## src/logic/chgctl_pkg.sv

```systemverilog
package chgctl_pkg;

  // ==========================================================
  // strap classification as delivered by the analog decoder
  typedef enum logic [1:0] {
    CHGCTL_STRAP_BIAS    = 2'b00,
    CHGCTL_STRAP_RES     = 2'b01,
    CHGCTL_STRAP_OPEN    = 2'b10,
    CHGCTL_STRAP_INVALID = 2'b11
  } chgctl_strap_kind_e;

  // one strap input: kind plus resistor table index (0 = 226k ... 14 = 5.49k)
  typedef struct packed {
    chgctl_strap_kind_e kind;
    logic [3:0]         idx;
  } chgctl_strap_s;

  // thermistor classification from the analog front end
  typedef enum logic [2:0] {
    CHGCTL_THM_NORMAL = 3'b000,
    CHGCTL_THM_COLD   = 3'b001,
    CHGCTL_THM_HOT    = 3'b010,
    CHGCTL_THM_GROUND = 3'b011,
    CHGCTL_THM_RAIL   = 3'b100
  } chgctl_thm_e;

  // strap decode result
  typedef enum logic [1:0] {
    CHGCTL_CFG_RESISTOR = 2'b00,
    CHGCTL_CFG_DEFAULT  = 2'b01,
    CHGCTL_CFG_ABNORMAL = 2'b10
  } chgctl_cfg_e;

  // charge-parameter register set
  typedef struct packed {
    logic [6:0] input_current_limit_field;
    logic       fast_charge_current_high_bit;
    logic [7:0] fast_charge_current_field;
    logic [2:0] topoff_threshold_field;
    logic [7:0] termination_voltage_field;
  } chgctl_params_s;

  // ==========================================================
  // mode field code for reverse mode
  localparam logic [3:0] CHGCTL_MODE_OTG = 4'hA;

  // charge detail codes
  localparam logic [3:0] CHGCTL_DTL_CHARGING = 4'h1;
  localparam logic [3:0] CHGCTL_DTL_THM_SUSP = 4'hA;
  localparam logic [3:0] CHGCTL_DTL_OFF      = 4'h8;

  // current values are in mA; fields hold mA / 50 (input), mA / 50 (charge)
  localparam int unsigned CHGCTL_ILIM_BIAS_MA = 500;
  localparam int unsigned CHGCTL_ICHG_BIAS_MA = 450;
  localparam int unsigned CHGCTL_ITO_BIAS_MA  = 25;
  localparam int unsigned CHGCTL_CUR_LSB_MA   = 50;

  // resistor index 0..8: 226k 178k 140k 110k 86.6k 69.8k 54.9k 39.2k 22.6k
  // top-off stops at 39.2k, termination voltage runs on down to 5.49k
  localparam int unsigned CHGCTL_CUR_RES_CNT = 9;
  localparam int unsigned CHGCTL_ITO_RES_CNT = 8;
  localparam int unsigned CHGCTL_TERMINATION_VOLTAGE_STRAP_RES_CNT = 15;

  // top-off field code for bias rail; resistor idx n maps to code n
  localparam logic [2:0] CHGCTL_ITO_BIAS_CODE = 3'h0;

  // termination voltage code: bias = 0x00, resistor idx n = n + 1
  localparam logic [7:0] CHGCTL_TERMINATION_VOLTAGE_STRAP_BIAS_CODE = 8'h00;

endpackage

```

## src/logic/chgctl_core.sv

```systemverilog
`timescale 1ns/1ps
// Operation
// - otg off, switch enabled, standby requested: battery switch on, converter off
// - otg off, switch disabled by pin or bit: switch off, converter standby or state machine
// - otg off, disable pin high, input invalid, standby low: ship mode, both off
// - otg active: battery switch on, converter by state machine, except ship mode
// - mode field equal to otg code acts like otg pin high
// - battery switch disabled by pin or bit stops charging
// - thermistor cold or hot stops charging and resets charge timers
// - thermistor suspension updates detail code, charge good flag, sets charge event irq
// - thermistor back in range resumes charging and restarts the timer
// - temperature profile applied only while enable bit is one
// - grounded thermistor: no monitoring, no profile, battery present, autostart
// - thermistor tied to analog rail: battery removed, no charging
// - four valid strap resistors: defaults come from decoded resistors
// - four straps on bias rail: built-in defaults loaded
// - other strap mix: converter regulates, charging disabled, indicator shows none
// - input current limit decoded from strap per resistor table, bias 500 mA
// - host may overwrite 7-bit input limit field, then applied
// - fast charge current decoded like input limit, bias gives 450 mA
// - host may overwrite high bit and 8-bit fast charge field
// - top-off threshold decoded from strap per table, bias 25 mA
// - host may overwrite 3-bit top-off threshold field
// - termination voltage field preset from strap, host may overwrite
module chgctl_core
  import chgctl_pkg::*;
(
  // clock and reset
  input  wire logic           clk_sys_in,
  input  wire logic           rst_in,
  // control pins (asynchronous)
  input  wire logic           otg_request_pin_in,
  input  wire logic           battery_switch_disable_pin_in,
  input  wire logic           standby_pin_in,
  input  wire logic           charger_input_valid_in,
  // host control bits (clock domain)
  input  wire logic [3:0]     mode_field_in,
  input  wire logic           battery_switch_disable_bit_in,
  input  wire logic           standby_enable_bit_in,
  input  wire logic           temp_profile_enable_in,
  input  wire logic           charge_enable_bit_in,
  input  wire logic           charge_event_irq_clear_in,
  // power-path state machine requests (clock domain)
  input  wire logic           pp_converter_on_in,
  input  wire logic           pp_switch_on_in,
  // thermistor classification (asynchronous)
  input  wire chgctl_thm_e    thermistor_input_in,
  // straps (valid after reset release)
  input  wire chgctl_strap_s  input_limit_strap_in,
  input  wire chgctl_strap_s  fast_charge_strap_in,
  input  wire chgctl_strap_s  topoff_strap_in,
  input  wire chgctl_strap_s  termination_voltage_strap_in,
  // host parameter writes
  input  wire logic           wr_input_limit_in,
  input  wire logic           wr_fast_charge_in,
  input  wire logic           wr_topoff_in,
  input  wire logic           wr_term_voltage_in,
  input  wire chgctl_params_s wr_data_in,
  // outputs
  output logic                battery_system_switch_out,
  output logic                converter_enable_out,
  output logic                ship_mode_out,
  output logic                charge_enable_out,
  output logic                charge_timer_reset_out,
  output logic                temp_profile_active_out,
  output logic                battery_present_out,
  output logic [3:0]          charge_detail_code_out,
  output logic                charge_good_flag_out,
  output logic                charge_event_irq_out,
  output logic                charging_indicator_out,
  output logic                params_loaded_out,
  output chgctl_cfg_e         strap_config_out,
  output chgctl_params_s      params_out
);

  // ==========================================================
  // input synchronisers
  logic [3:0]  pin_meta;
  logic [3:0]  pin_sync;
  chgctl_thm_e thm_meta;
  chgctl_thm_e thm_sync;

  always_ff @(posedge clk_sys_in or posedge rst_in) begin
    if (rst_in) begin
      pin_meta <= 4'h0;
      pin_sync <= 4'h0;
      thm_meta <= CHGCTL_THM_NORMAL;
      thm_sync <= CHGCTL_THM_NORMAL;
    end else begin
      pin_meta <= {otg_request_pin_in, battery_switch_disable_pin_in,
                   standby_pin_in, charger_input_valid_in};
      pin_sync <= pin_meta;
      thm_meta <= thermistor_input_in;
      thm_sync <= thm_meta;
    end
  end

  logic otg_pin;
  logic dis_pin;
  logic standby_pin_pin;
  logic cin_valid;
  assign {otg_pin, dis_pin, standby_pin_pin, cin_valid} = pin_sync;

  // ==========================================================
  // strap decode
  function automatic logic [7:0] cur_code(input logic [3:0] idx);
    logic [7:0] code;
    code = 8'h00;
    case (idx)
      4'h0: code = 8'h01;
      4'h1: code = 8'h02;
      4'h2: code = 8'h04;
      4'h3: code = 8'h0A;
      4'h4: code = 8'h14;
      4'h5: code = 8'h1E;
      4'h6: code = 8'h28;
      4'h7: code = 8'h32;
      4'h8: code = 8'h3C;
      default: code = 8'h00;
    endcase
    return code;
  endfunction

  function automatic logic [2:0] ito_code(input logic [3:0] idx);
    logic [2:0] code;
    code = 3'h0;
    case (idx)
      4'h0: code = 3'h0;
      4'h1: code = 3'h1;
      4'h2: code = 3'h2;
      4'h3: code = 3'h3;
      4'h4: code = 3'h4;
      4'h5: code = 3'h5;
      4'h6: code = 3'h6;
      4'h7: code = 3'h7;
      default: code = 3'h0;
    endcase
    return code;
  endfunction

  chgctl_strap_s straps [4];
  assign straps[0] = input_limit_strap_in;
  assign straps[1] = fast_charge_strap_in;
  assign straps[2] = topoff_strap_in;
  assign straps[3] = termination_voltage_strap_in;

  localparam logic [3:0] CNT_LIM [4] = '{4'(CHGCTL_CUR_RES_CNT - 1),
                                         4'(CHGCTL_CUR_RES_CNT - 1),
                                         4'(CHGCTL_ITO_RES_CNT - 1),
                                         4'(CHGCTL_TERMINATION_VOLTAGE_STRAP_RES_CNT - 1)};

  logic [3:0] strap_res;
  logic [3:0] strap_bias;
  genvar gi;
  generate
    for (gi = 0; gi < 4; gi++) begin : g_strap
      assign strap_res[gi]  = (straps[gi].kind == CHGCTL_STRAP_RES) &&
                              (straps[gi].idx <= CNT_LIM[gi]);
      assign strap_bias[gi] = (straps[gi].kind == CHGCTL_STRAP_BIAS);
    end
  endgenerate

  chgctl_cfg_e    next_cfg;
  chgctl_params_s next_defaults;
  logic [7:0]     ilim_c;
  logic [7:0]     ichg_c;

  always_comb begin
    ilim_c = cur_code(input_limit_strap_in.idx);
    ichg_c = cur_code(fast_charge_strap_in.idx);
    next_defaults = '0;
    if (&strap_res) begin
      next_cfg = CHGCTL_CFG_RESISTOR;
      next_defaults.input_current_limit_field = ilim_c[6:0];
      next_defaults.fast_charge_current_field = ichg_c;
      next_defaults.topoff_threshold_field = ito_code(topoff_strap_in.idx);
      next_defaults.termination_voltage_field =
        8'(termination_voltage_strap_in.idx) + 8'h01;
    end else if (&strap_bias) begin
      next_cfg = CHGCTL_CFG_DEFAULT;
      next_defaults.input_current_limit_field =
        7'(CHGCTL_ILIM_BIAS_MA / CHGCTL_CUR_LSB_MA);
      next_defaults.fast_charge_current_field =
        8'(CHGCTL_ICHG_BIAS_MA / CHGCTL_CUR_LSB_MA);
      next_defaults.topoff_threshold_field = CHGCTL_ITO_BIAS_CODE;
      next_defaults.termination_voltage_field = CHGCTL_TERMINATION_VOLTAGE_STRAP_BIAS_CODE;
    end else begin
      next_cfg = CHGCTL_CFG_ABNORMAL;
    end
  end

  // ==========================================================
  // parameter registers: one strap load after reset, then host writes
  logic           loaded;
  chgctl_cfg_e    cfg;
  chgctl_params_s params;

  always_ff @(posedge clk_sys_in or posedge rst_in) begin
    if (rst_in) begin
      loaded <= 1'b0;
      cfg    <= CHGCTL_CFG_ABNORMAL;
      params <= '0;
    end else if (!loaded) begin
      loaded <= 1'b1;
      cfg    <= next_cfg;
      params <= next_defaults;
    end else begin
      if (wr_input_limit_in) begin
        params.input_current_limit_field <= wr_data_in.input_current_limit_field;
      end
      if (wr_fast_charge_in) begin
        params.fast_charge_current_high_bit <= wr_data_in.fast_charge_current_high_bit;
        params.fast_charge_current_field <= wr_data_in.fast_charge_current_field;
      end
      if (wr_topoff_in) begin
        params.topoff_threshold_field <= wr_data_in.topoff_threshold_field;
      end
      if (wr_term_voltage_in) begin
        params.termination_voltage_field <= wr_data_in.termination_voltage_field;
      end
    end
  end

  // ==========================================================
  // battery switch and converter control
  logic otg_req;
  logic sw_dis;
  logic standby_pin_req;
  logic ship;

  assign otg_req  = otg_pin || (mode_field_in == CHGCTL_MODE_OTG);
  assign sw_dis   = dis_pin || battery_switch_disable_bit_in;
  assign standby_pin_req = standby_pin_pin || standby_enable_bit_in;
  assign ship     = dis_pin && !cin_valid && !standby_pin_pin;

  always_ff @(posedge clk_sys_in or posedge rst_in) begin
    if (rst_in) begin
      battery_system_switch_out <= 1'b0;
      converter_enable_out      <= 1'b0;
      ship_mode_out             <= 1'b0;
    end else begin
      ship_mode_out <= ship;
      if (ship) begin
        battery_system_switch_out <= 1'b0;
        converter_enable_out      <= 1'b0;
      end else if (otg_req) begin
        battery_system_switch_out <= 1'b1;
        converter_enable_out      <= pp_converter_on_in;
      end else if (sw_dis) begin
        battery_system_switch_out <= 1'b0;
        converter_enable_out      <= standby_pin_req ? 1'b0 : pp_converter_on_in;
      end else if (standby_pin_req) begin
        battery_system_switch_out <= 1'b1;
        converter_enable_out      <= 1'b0;
      end else begin
        battery_system_switch_out <= pp_switch_on_in;
        converter_enable_out      <= pp_converter_on_in;
      end
    end
  end

  // ==========================================================
  // thermistor and charge enable
  logic thm_out_rng;
  logic thm_ground;
  logic thm_rail;
  logic thm_susp;
  logic charge_good_flag;

  assign thm_ground  = (thm_sync == CHGCTL_THM_GROUND);
  assign thm_rail    = (thm_sync == CHGCTL_THM_RAIL);
  assign thm_out_rng = (thm_sync == CHGCTL_THM_COLD) || (thm_sync == CHGCTL_THM_HOT);
  // grounded thermistor always counts as present and stands in for the charge enable bit
  assign charge_good_flag = loaded && (cfg != CHGCTL_CFG_ABNORMAL) &&
                  !sw_dis && !ship && !otg_req &&
                  !thm_rail && cin_valid &&
                  (charge_enable_bit_in || thm_ground);

  always_ff @(posedge clk_sys_in or posedge rst_in) begin
    if (rst_in) begin
      thm_susp               <= 1'b0;
      charge_enable_out      <= 1'b0;
      charge_timer_reset_out <= 1'b0;
      battery_present_out    <= 1'b0;
      temp_profile_active_out <= 1'b0;
    end else begin
      thm_susp <= thm_out_rng;
      // timer restarts on entry and exit of a suspension
      charge_timer_reset_out <= thm_out_rng || (thm_susp && !thm_out_rng);
      charge_enable_out      <= charge_good_flag && !thm_out_rng;
      battery_present_out    <= !thm_rail;
      temp_profile_active_out <= temp_profile_enable_in && !thm_ground;
    end
  end

  // ==========================================================
  // status and charge event
  always_ff @(posedge clk_sys_in or posedge rst_in) begin
    if (rst_in) begin
      charge_detail_code_out <= CHGCTL_DTL_OFF;
      charge_good_flag_out   <= 1'b0;
      charge_event_irq_out   <= 1'b0;
    end else begin
      if (thm_out_rng && charge_good_flag) begin
        charge_detail_code_out <= CHGCTL_DTL_THM_SUSP;
        charge_good_flag_out   <= 1'b0;
      end else if (charge_good_flag) begin
        charge_detail_code_out <= CHGCTL_DTL_CHARGING;
        charge_good_flag_out   <= 1'b1;
      end else begin
        charge_detail_code_out <= CHGCTL_DTL_OFF;
        charge_good_flag_out   <= 1'b0;
      end
      // set wins over clear
      if (thm_out_rng && !thm_susp) begin
        charge_event_irq_out <= 1'b1;
      end else if (charge_event_irq_clear_in) begin
        charge_event_irq_out <= 1'b0;
      end
    end
  end

  // ==========================================================
  // register mirrors
  always_ff @(posedge clk_sys_in or posedge rst_in) begin
    if (rst_in) begin
      charging_indicator_out <= 1'b0;
      params_loaded_out      <= 1'b0;
      strap_config_out       <= CHGCTL_CFG_ABNORMAL;
      params_out             <= '0;
    end else begin
      charging_indicator_out <= charge_good_flag && !thm_out_rng;
      params_loaded_out      <= loaded;
      strap_config_out       <= cfg;
      params_out             <= params;
    end
  end

endmodule

```

## config.mk

```make
export PLATFORM = sky130hd
export DESIGN_NAME = chgctl_core
export DESIGN_NICKNAME = d
export VERILOG_FILES = /design/src/logic/chgctl_pkg.sv /design/src/logic/chgctl_core.sv
export SDC_FILE = /design/constraint.sdc
export NUM_CORES = 1
export LEC_CHECK = 0
export ABC_AREA = 1
export ABC_CLOCK_PERIOD_IN_PS = 3650
export BUFFER_PORTS_ARGS = -buffer_cell sky130_fd_sc_hd__buf_2
export CORE_ASPECT_RATIO = 1.75
export CORE_UTILIZATION = 30
export DETAILED_ROUTE_END_ITERATION = 8
export PLACE_DENSITY_LB_ADDON = 0.12
export RECOVER_POWER = 50
export SLEW_MARGIN = 10
export SYNTH_ARGS = -nofsm -noshare
export SYNTH_HDL_FRONTEND = slang
export SYNTH_SLANG_ARGS = --single-unit
```

## constraint.sdc

```tcl
create_clock -name clk_sys_in -period 3.65 [get_ports clk_sys_in]
set_clock_uncertainty 0.1 [all_clocks]
set_input_delay 0.1825 -clock clk_sys_in [delete_from_list [all_inputs] [get_ports clk_sys_in]]
set_output_delay 0.1825 -clock clk_sys_in [all_outputs]
set_load 0.005 [all_outputs]
```

## Word-level counts from Yosys, hierarchy flattened

Memory sizes are Yosys's and may differ from the RTL's.
Cells that the tools add are included.

| word-level totals | value |
|---|---|
| register bits after elaboration | 88 |
| bits in latches | 0 |
| memory bits (writable) | 0 |
| memory bits (read-only) | 216 |
| output and inout bits | 44 |
| logic and storage cells | 116 |
| memories | 3 |

Memories:

| memory | depth | bits a word | rd ports | clocked after Yosys merged registers in | wr ports | RTL line | RTL |
|---|---|---|---|---|---|---|---|
| (no name shown) | 16 | 6 | 1 | 0 | 0 | chgctl_core.sv:109 | `case (idx)` |
| (no name shown) | 16 | 6 | 1 | 0 | 0 | chgctl_core.sv:109 |  |
| (no name shown) | 8 | 3 | 1 | 0 | 0 | chgctl_core.sv:127 | `case (idx)` |

| cells by class | value |
|---|---|
| $add $sub $neg | 1 |
| multiply operators | 0 |
| divide/modulo/power cells | 0 |
| $lt $le $gt $ge | 4 |
| eq/ne operators | 14 |
| shift operators | 0 |
| mux-type cells | 25 |
| bitwise operators | 0 |
| reduce and logical (&&, ||, !) cells | 40 |

Operators with widths:

| operator | number |
|---|---|
| 2-to-1 mux 27 bit | 1 |
| 2-to-1 mux 19 bit | 1 |
| logical AND 1 bit | 18 |
| 2-to-1 mux 15 bit | 1 |
| 2-to-1 mux 7 bit | 2 |
| <= comparator 4 bit (second input constant) | 3 |
| 2-to-1 mux 4 bit | 3 |
| 2-to-1 mux 1 bit | 11 |
| inequality test 2 bit (second input constant) | 5 |
| zero test 1 bit | 9 |
| 2-to-1 mux 9 bit | 1 |
| equality test 2 x 1 -> 1 bit (second input constant) | 4 |
| zero test 2 bit | 4 |
| 2-to-1 mux 8 bit | 1 |
| AND reduction 4 bit | 2 |
| equality test 3 x 2 -> 1 bit (second input constant) | 2 |
| logical OR 1 bit | 6 |
| 2-to-1 mux 3 bit | 2 |
| adder 4 x 1 -> 5 bit (second input constant) | 1 |
| equality test 4 bit (second input constant) | 1 |
| <= comparator 4 x 3 -> 1 bit (second input constant) | 1 |
| 2-to-1 mux 2 bit | 2 |
| equality test 3 x 1 -> 1 bit (second input constant) | 1 |
| equality test 3 bit (second input constant) | 1 |
| nonzero test 2 bit | 1 |

## Logic depth before layout (Yosys ltp)

Gate-level depths: netlist of the first run.

| depth | value |
|---|---|
| depth after elaboration | 11 |
| mapped depth | 11 |

## Worst setup path after synthesis of the first run

Ideal clock, no wire load.

| timing path | value |
|---|---|
| kind | input to register |
| start | in input_limit_strap_in[0] in the netlist's numbering |
| end | reg params[15] in the netlist's numbering |
| setup time | 0.073 ns |
| arrival time | 1.167 ns |
| required time | 3.477 ns |
| slack | 2.310 ns |
| stages | 11 |
| buffers on the path | 1 |
| cells stage by stage | inv_1 > ha_1 > nand2_2 > nand2_1 > nand2_1 > nor2_2 > nand3_2 > inv_4 > buf_12 > nand2_2 > a21oi_2 |

| on the way | value |
|---|---|
| cells in the longest elaborated chain, start to end | 5 |

RTL lines:

| item | RTL line | RTL |
|---|---|---|
| from (decl) | chgctl_core.sv:49 | `input wire chgctl_strap_s input_limit_strap_in,` |
| <= comparator 4 bit | chgctl_core.sv:158 | `(straps[gi].idx <= CNT_LIM[gi]);` |
| logical AND 1 bit | chgctl_core.sv:157 | `assign strap_res[gi] = (straps[gi].kind == CHGCTL_STRAP_RES) &&` |
| AND reduction 4 bit | chgctl_core.sv:172 | `if (&strap_res) begin` |
| 2-to-1 mux 19 bit | chgctl_core.sv:172 |  |
| 2-to-1 mux 27 bit | chgctl_core.sv:203 | `end else if (!loaded) begin` |
| to (signal assigned) | chgctl_core.sv:206 | `params <= next_defaults;` |
| to (decl) | chgctl_core.sv:196 | `chgctl_params_s params;` |

No other way between the ends.
A chain may end at the register's enable or synchronous reset.

## Final worst setup path of the first run

| timing path | value |
|---|---|
| start | reg loaded |
| end | reg params[22] in the netlist's numbering |

| on the way | value |
|---|---|
| cells in the longest elaborated chain, start to end | 1 |

RTL lines:

| item | RTL line | RTL |
|---|---|---|
| from (decl) | chgctl_core.sv:194 | `logic loaded;` |
| from (signal assigned) | chgctl_core.sv:200 | `loaded <= 1'b0;` |
| from (signal assigned) | chgctl_core.sv:204 | `loaded <= 1'b1;` |
| inequality test 2 bit (no source line) / 2-to-1 mux 27 bit (equally long branches) | n/a |  |

Parallel ways exist; a longest one is shown, timed or not.

==> PnR_summary.wiki, run 1 <==
{| class="wikitable"
! Metric !! Value
|-
| Status || complete, but fails checks
|-
| Violated checks || capacitance limit, slew limit
|-
| Fin cells || 614
|-
| Warning count from the yosys run || 0
|-
| Post-synthesis cell type count || 33
|-
| Worst max-slew margin expressed relative to the limit || -9.334%
|-
| Clk network pwr share || 40.4%
|-
| Count of unresolved DRC violations after routing || 0
|-
| Number of buffers on the longest clock path || 2
|-
| Synth cell count leaders || sky130_fd_sc_hd__dfrtp_1 (82), sky130_fd_sc_hd__nand2_1 (51), sky130_fd_sc_hd__nor2_1 (43)
|-
| Kind of start point of the critical path || flop
|-
| Category of the most critical setup path || reg -> reg
|-
| HPWL after DPL || 5817 microns
|-
| Final cell utilization of the core || 41.08%
|-
| Fraction of final layout cells with drive strength greater than 1 || 31.33%
|-
| Top-count cell post-synth || sky130_fd_sc_hd__dfrtp_1
|-
| Data arrival at the endpoint of the critical path || 2.45 ns
|-
| Setup repair after global routing missed its margin || no
|-
| Number of I/O port buffers || 117
|-
| Cell type with the highest aggregate area in the netlist || sky130_fd_sc_hd__dfrtp_1
|-
| Height of the chip || 142.8 microns
|-
| Share of synthesized registers carrying an async set or reset || 100.0%
|-
| Standard cell area after detailed placement || 4099 sq um
|-
| DR iter-0 viols || 37
|-
| Count of H-tree levels built during CTS || 3
|-
| Antenna Nets Post-Route || 0
|-
| Postcts setup bufs || 0
|-
| Row cnt || 51
|-
| Critical path endpoint category || flop
|-
| First drt pass iteration count || 4
|-
| Combinational share of power || 10.0%
|-
| Nets || 562
|-
| PostCTS Resize Cnt || 0
|-
| Total leakage power || 0.002381 uW
|-
| Data required time at the worst endpoint || 3.81 ns
|-
| CTS hold repair buffers || 21
|-
| Type of the tightest min-delay check || in -> reg
|-
| Total Neg Setup Slack || 0 ns
|-
| Post-synthesis average cell area || 10.14 sq um
|-
| Maximum fanout encountered on the critical timing path || 38
|-
| Global-route total usage across every layer || 14.18%
|-
| Post-synth EDFFs || 0
|-
| Global-route wire length before repair || 12,130 microns
|-
| Pwr Density || 450.5 nW/um^2
|-
| Fraction of power spent switching nets || 24.32%
|-
| Area taken by multi-input logic gates || 1037 sq um
|-
| Measured slew at the worst slew-check pin || 1.631 ns
|-
| Final cell area excluding filler cells || 4561 sq um
|-
| Area share of the largest cell type after synthesis || 60.38%
|-
| Clock tree from TritonCTS || done
|-
| Post-Place Cells || 577
|-
| Origin of the worst setup path || loaded
|-
| Launch point of the worst reg-to-reg path || loaded
|-
| Diode count || 0
|-
| Setup Viol. Count Final || 0
|-
| Setup slack of the most critical reg-to-reg path || 1.36 ns
|-
| Initial core utilization || 30.61%
|-
| Number of sinks on the clock net || 85
|-
| Total grt overflow || 0
|-
| Sequential cell fraction of total power || 49.7%
|-
| Final Routed Wirelength || 7686 microns
|-
| Initial antenna violation count || 0
|-
| Hold path startpoint || wr_input_limit_in
|-
| Net load switching power || 499.6 uW
|-
| Fin Hold WS || 0.02906 ns
|-
| Final Hold Violating Endpoints || 0
|-
| Routed WL per cell || 12.52 microns
|-
| Via count of the first global-routing pass || 2,589
|-
| Number of top-level design ports || 119
|-
| Ranking of synthesized cells by area || sky130_fd_sc_hd__dfrtp_1 (60%), sky130_fd_sc_hd__nand2_1 (5.6%), sky130_fd_sc_hd__nor2_1 (4.7%)
|-
| Number of filler instances in the final layout || 1,143
|-
| Count of pins over their slew limit || 78
|-
| Worst vdd rail ir drop || 252.1 uV
|-
| Pin count of the biggest net entering global routing || 49
|-
| Register bit count reported by yosys || 85
|-
| Instance count of the mapped netlist || 335
|-
| Die extent in x || 82.46 microns
|-
| CTS Root Cell || sky130_fd_sc_hd__clkbuf_16
|-
| Via density per instance || 4.376
|-
| Top FF cell, synth || sky130_fd_sc_hd__dfrtp_1
|-
| Overall via count from detail_route || 2,687
|-
| Area taken by flip-flops and latches || 2131 sq um
|-
| Reg clk slew, reported paths || 0.06 ns
|-
| RD Place Congestion || 0.7921
|-
| Post-Syn Area || 3398 sq um
|-
| Area of the die || 11,770 sq um
|-
| Achievable clock frequency || 0.4373 GHz
|-
| Internal power of the cells || 1555 uW
|-
| Crit share post-route || 62.65%
|-
| Area added between synthesis and finish || 34.20%
|-
| Inserted Clock Buffers || 9
|-
| # Max-Cap Violations || 2
|-
| Floorplan Core Area || 11,100 sq um
|-
| Sequential-to-total area share from yosys stat || 62.70%
|-
| Mapped Nets || 420
|-
| Clock Latency Late Sink || 0.33 ns
|-
| Shortest clock period the worst path allows after layout || 2.287 ns
|}
-- critical path, stage by stage (launching register included) --
cell                       delay, ns
sky130_fd_sc_hd__dfrtp_1        0.35
sky130_fd_sc_hd__clkbuf_1       1.14
sky130_fd_sc_hd__o21ai_0        0.39
sky130_fd_sc_hd__a21oi_2        0.23
-- layer usage --
layer	up-vias	GRT usage (%)	wire length, microns
met2	81	25.32	4198
li1	1336	-	-
met1	1256	15.12	2918
met3	14	3.003	395
met4	0	7.295	174
met5	-	0	0
-- per-stage QoR --
stage                     setup WS [ns]  power (uW)
final                             1.363        2054
after CTS                         1.972        2096
after detailed placement          1.933        1234
after floorplan                   1.179        1129
after global routing              1.097        2164
after global placement            2.022        1232
-- final cells by class --
cell class	count	area share [%]
clock inverters	7	1.070
flip-flops and latches	85	46.72
inverters	43	3.621
repair buffers	140	17.28
well taps	132	3.621
multi-input cells	198	22.74
clock buffers	9	4.938
-- power groups by stage --
stage | logic (uW) | clock network, uW | registers (uW)
CTS | 214 | 862 | 1020
finish | 205 | 829 | 1020
detailed placement | 196 | 0 | 1040
floorplan | 91.5 | 0 | 1040
global route | 234 | 902 | 1030
global placement | 195 | 0 | 1040
-- path summary, 6_finish.rpt --
path,cells after the start,to
setup / recovery,3,params[22]
hold / removal,3,params[26]
setup reg to reg,3,params[22]
hold reg to reg,0,pin_sync[2]
max in group asynchronous,4,params_out[22]
min in group asynchronous,3,battery_system_switch_out
-- flip-flops by register name, summed over array words and instances, names as in the netlist, 2 cells and up --
| name | count |
|---|---|
| cfg | 2 |
| charge_detail_code_out | 3 |
| params | 27 |
| params_out | 27 |
| pin_meta | 4 |
| pin_sync | 4 |
| strap_config_out | 2 |
| thm_meta | 3 |
| thm_sync | 3 |
-- cells in the final DEF, fill, tap and decap left out, types with 2 or more instances in the layout --
master / n
sky130_fd_sc_hd__buf_2: 102
sky130_fd_sc_hd__dfrtp_1: 82
sky130_fd_sc_hd__nand2_1: 51
sky130_fd_sc_hd__nor2_1: 43
sky130_fd_sc_hd__inv_1: 37
sky130_fd_sc_hd__nand3_1: 26
sky130_fd_sc_hd__dlygate4sd3_1: 21
sky130_fd_sc_hd__o21ai_0: 18
sky130_fd_sc_hd__clkbuf_1: 16
sky130_fd_sc_hd__nand2_2: 10
sky130_fd_sc_hd__ha_1: 10
sky130_fd_sc_hd__clkbuf_16: 9
sky130_fd_sc_hd__a21oi_2: 8
sky130_fd_sc_hd__a21oi_1: 7
sky130_fd_sc_hd__nand4_1: 5
sky130_fd_sc_hd__inv_2: 3
sky130_fd_sc_hd__o211ai_1: 3
sky130_fd_sc_hd__or2_2: 3
sky130_fd_sc_hd__clkinv_2: 3
sky130_fd_sc_hd__nor3b_1: 2
sky130_fd_sc_hd__nor3_1: 2
sky130_fd_sc_hd__conb_1: 2
sky130_fd_sc_hd__dfstp_2: 2
sky130_fd_sc_hd__inv_6: 2
-- logic make-up after synthesis --
kind of cell               after synthesis  share of synthesized area, %
AOI/OAI and AO/OA                       38                         6.849
xor gates and xnor gates                 2                        0.5156
adders and majority gates               10                         3.682
buffers and inverters                   52                         6.775
DFF                                     85                         62.70
other                                    2                        0.2210
and+or+nand+nor                        146                         19.26
No activity file was read; power rests on OpenSTA's default activity.
==> inputs of run 2 (changes only) <==
Settings changed: ABC_CLOCK_PERIOD_IN_PS 3650 to 1900.
Clock period 3.65 ns to 1.9 ns, I/O delays scaled along.
==> run 2 against run 1 <==
Effect of this change:
- the flow now finishes without violations
- critical path type unchanged
- largest cell class unchanged
- sequential share of layout area fell by 2.3 points
- final cell count rose by 2.8%
- routed wire length rose by 8.0%
- sequential cell count did not move
- setup slack got worse by 1.2 ns
- die area did not move
- via count rose by 1.8%
==> PnR_summary.wiki, run 2 (synthesis results as in run 1) <==
{| class="wikitable"
! Metric !! Value
|-
| Area taken by multi-input logic gates || 1037 sq um (unchanged)
|-
| Final Hold Violating Endpoints || 0 (unchanged)
|-
| Area of the die || 11,770 sq um (unchanged)
|-
| Cell chain of the critical path || inv_4 > nand3_2 > inv_6 > nand2_2 > a21oi_2 > dlygate4sd3_1 (was clkbuf_1 > o21ai_0 > a21oi_2)
|-
| WL met3 || 370 microns (was 395 microns)
|-
| Critical path endpoint category || flop (unchanged)
|-
| Diode count || 0 (unchanged)
|-
| Clk network pwr share || 43.4% (was 40.4%)
|-
| Data arrival at the endpoint of the critical path || 1.95 ns (was 2.45 ns)
|-
| Pin count of the biggest net entering global routing || 39 (was 49)
|-
| Via count of the first global-routing pass || 2,669 (was 2,589)
|-
| Data required time at the worst endpoint || 2.07 ns (was 3.81 ns)
|-
| Internal power of the cells || 3294 uW (was 1555 uW)
|-
| Clock Latency Late Sink || 0.33 ns (about the same)
|-
| Total Neg Setup Slack || 0 ns (unchanged)
|-
| Area taken by flip-flops and latches || 2131 sq um (unchanged)
|-
| # Max-Cap Violations || 0 (was 2)
|-
| Number of top-level design ports || 119 (unchanged)
|-
| Highest-count cells in the layout ignoring fill and taps || sky130_fd_sc_hd__buf_2 (91), sky130_fd_sc_hd__dfrtp_1 (82), sky130_fd_sc_hd__nand2_1 (51) (was sky130_fd_sc_hd__buf_2 (102), sky130_fd_sc_hd__dfrtp_1 (82), sky130_fd_sc_hd__nand2_1 (51))
|-
| Total leakage power || 0.002446 uW (was 0.002381 uW)
|-
| Worst vdd rail ir drop || 556.2 uV (was 252.1 uV)
|-
| Die extent in x || 82.46 microns (unchanged)
|-
| Sequential cell fraction of total power || 46.4% (was 49.7%)
|-
| Count of unresolved DRC violations after routing || 0 (unchanged)
|-
| Final Routed Wirelength || 8301 microns (was 7686 microns)
|-
| Reg2reg path depth || 6 (was 3)
|-
| Height of the chip || 142.8 microns (unchanged)
|-
| Overall power consumption || 4228 uW (was 2054 uW)
|-
| Pwr Density || 881.0 nW/um^2 (was 450.5 nW/um^2)
|-
| Category of the most critical setup path || reg -> reg (unchanged)
|-
| Reg2reg end || params[8] (was params[22])
|-
| Final cell utilization of the core || 43.23% (was 41.08%)
|-
| Setup slack of the most critical reg-to-reg path || 0.12 ns (was 1.36 ns)
|-
| Number of buffers on the longest clock path || 2 (unchanged)
|-
| Hold path startpoint || wr_fast_charge_in (was wr_input_limit_in)
|-
| Global-route total usage across every layer || 15.08% (was 14.18%)
|-
| Status || finished, final reports clean (was complete, but fails checks)
|-
| Reg clk slew, reported paths || 0.06 ns (about the same)
|-
| Inserted Clock Buffers || 9 (unchanged)
|-
| Achievable clock frequency || 0.5619 GHz (was 0.4373 GHz)
|-
| Met1 wire length || 3191 microns (was 2918 microns)
|-
| Maximum fanout encountered on the critical timing path || 15 (was 38)
|-
| Cell with the largest stage delay on the worst path || sky130_fd_sc_hd__dlygate4sd3_1 (was sky130_fd_sc_hd__clkbuf_1)
|-
| Setup repair after global routing missed its margin || no (unchanged)
|-
| Via density per instance || 4.334 (was 4.376)
|-
| Number of filler instances in the final layout || 1,125 (was 1,143)
|-
| RD Place Congestion || 0.8044 (was 0.7921)
|-
| Leading cell type in the layout, fill and taps excluded || sky130_fd_sc_hd__buf_2 (unchanged)
|-
| Row cnt || 51 (unchanged)
|-
| Fraction of power spent switching nets || 22.11% (was 24.32%)
|-
| Measured slew at the worst slew-check pin || 1.126 ns (was 1.631 ns)
|-
| Kind of start point of the critical path || flop (unchanged)
|-
| Routed WL per cell || 13.16 microns (was 12.52 microns)
|-
| Area added between synthesis and finish || 41.24% (was 34.20%)
|-
| Initial core utilization || 30.61% (unchanged)
|-
| Combinational share of power || 10.1% (was 10.0%)
|-
| Top flop regs || params (27), params_out (27) (unchanged)
|-
| Overall via count from detail_route || 2,735 (was 2,687)
|-
| Antenna Nets Post-Route || 0 (unchanged)
|-
| Highest routing layer actually used || met4 (unchanged)
|-
| Shortest clock period the worst path allows after layout || 1.780 ns (was 2.287 ns)
|-
| Placement Setup Slack || 0.3283 ns (was 1.933 ns)
|-
| Type of the tightest min-delay check || in -> reg (unchanged)
|-
| Setup Viol. Count Final || 0 (unchanged)
|-
| Endpoint with the worst hold slack || params[17] (was params[26])
|-
| Number of sinks on the clock net || 85 (unchanged)
|-
| Initial antenna violation count || 0 (unchanged)
|-
| Worst max-slew margin expressed relative to the limit || 24.52% (was -9.334%)
|-
| DR iter-0 viols || 72 (was 37)
|-
| Crit share post-route || 93.66% (was 62.65%)
|-
| Number of I/O port buffers || 117 (unchanged)
|-
| Count of pins over their slew limit || 0 (was 78)
|-
| Worst stage delay on the critical path || 0.55 ns (was 1.14 ns)
|-
| Global-route wire length before repair || 12,720 microns (was 12,130 microns)
|-
| Smallest setup slack after layout || 0.1205 ns (was 1.363 ns)
|-
| Launch point of the worst reg-to-reg path || loaded (unchanged)
|-
| Cell count of the worst hold path || 3 (unchanged)
|-
| Clock tree from TritonCTS || done (unchanged)
|-
| Count of H-tree levels built during CTS || 3 (unchanged)
|-
| Routed met2 length || 4546 microns (was 4198 microns)
|-
| HPWL after DPL || 6083 microns (was 5817 microns)
|-
| Net load switching power || 934.7 uW (was 499.6 uW)
|-
| Floorplan Core Area || 11,100 sq um (unchanged)
|-
| First drt pass iteration count || 4 (unchanged)
|-
| Total grt overflow || 0 (unchanged)
|-
| CTS Root Cell || sky130_fd_sc_hd__clkbuf_16 (unchanged)
|-
| Nets || 581 (was 562)
|-
| Fraction of final layout cells with drive strength greater than 1 || 28.26% (was 31.33%)
|}
==> run 2: cell count changes in the layout (fill, tap and decap cells not counted), sizes merged, moves of 2 or more <==
| cell | delta |
|---|---|
| clkbuf | +12 |
| buf | -10 |
| dlygate4sd3 | +18 |
| inv | -2 |
| clkinv | -2 |
| bufinv | +2 |
==> run 2: metrics by stage <==
| stage | cell area, sq um | hold slack [ns] | instances |
|---|---|---|---|
| finish | 4800 | 0.003955 | 631 |
| global placement | 4134 | 0.09658 | 578 |
| CTS | 4837 | 0.0005513 | 631 |
| global route | 4800 | 0.004695 | 631 |
| floorplan | 3402 | 0.02643 | 335 |
| detailed placement | 4134 | 0.1000 | 578 |
==> run 2: area by class of cell <==
cell class	count	share of cell area [%]
sequential	85	44.40
multi-input combinational	198	21.61
timing repair buffer	159	20.49
clock buffer	10	4.979
inverter	43	3.545
tap	132	3.441
clock inverter	4	1.538
==> run 2: critical path: cells and delay by family (launching register included) <==
kind / cells / cell delay, ns
buf+inv: 3 / 0.88
flops: 1 / 0.41
simple gates: 2 / 0.23
compound gates: 1 / 0.10
==> run 2: how the worst max path moves through the flow <==
stage	startpoint	endpoint
after floorplan	input_limit_strap_in[0]	params[15]
after global placement	fast_charge_strap_in[0]	params[25]
after detailed placement	fast_charge_strap_in[0]	params[24]
after CTS	loaded	params[8]
after global routing	loaded	params[8]
final	loaded	params[8]
==> run 2: power by group through the flow <==
stage,Sequential [uW],Clock [uW],Combinational [uW]
final,1960,1840,428
after global routing,1980,1960,486
after CTS,1960,1890,450
after detailed placement,1990,0,388
after global placement,1990,0,386
after floorplan,1990,0,176
==> run 2: repair_timing <==
item                                    4_1_cts  5_1_grt
hold buffers                                 39        0
setup buffers                                 0        0
resized for setup                             0        3
endpoints found under the setup margin        0        1
hold endpoints to repair                     49        0
==> run 2: routing by layer <==
layer,vias up,GRT usage (%)
met2,85,27.10
met1,1269,16.13
met3,13,3.642
li1,1368,-
met4,0,6.648
met5,-,0
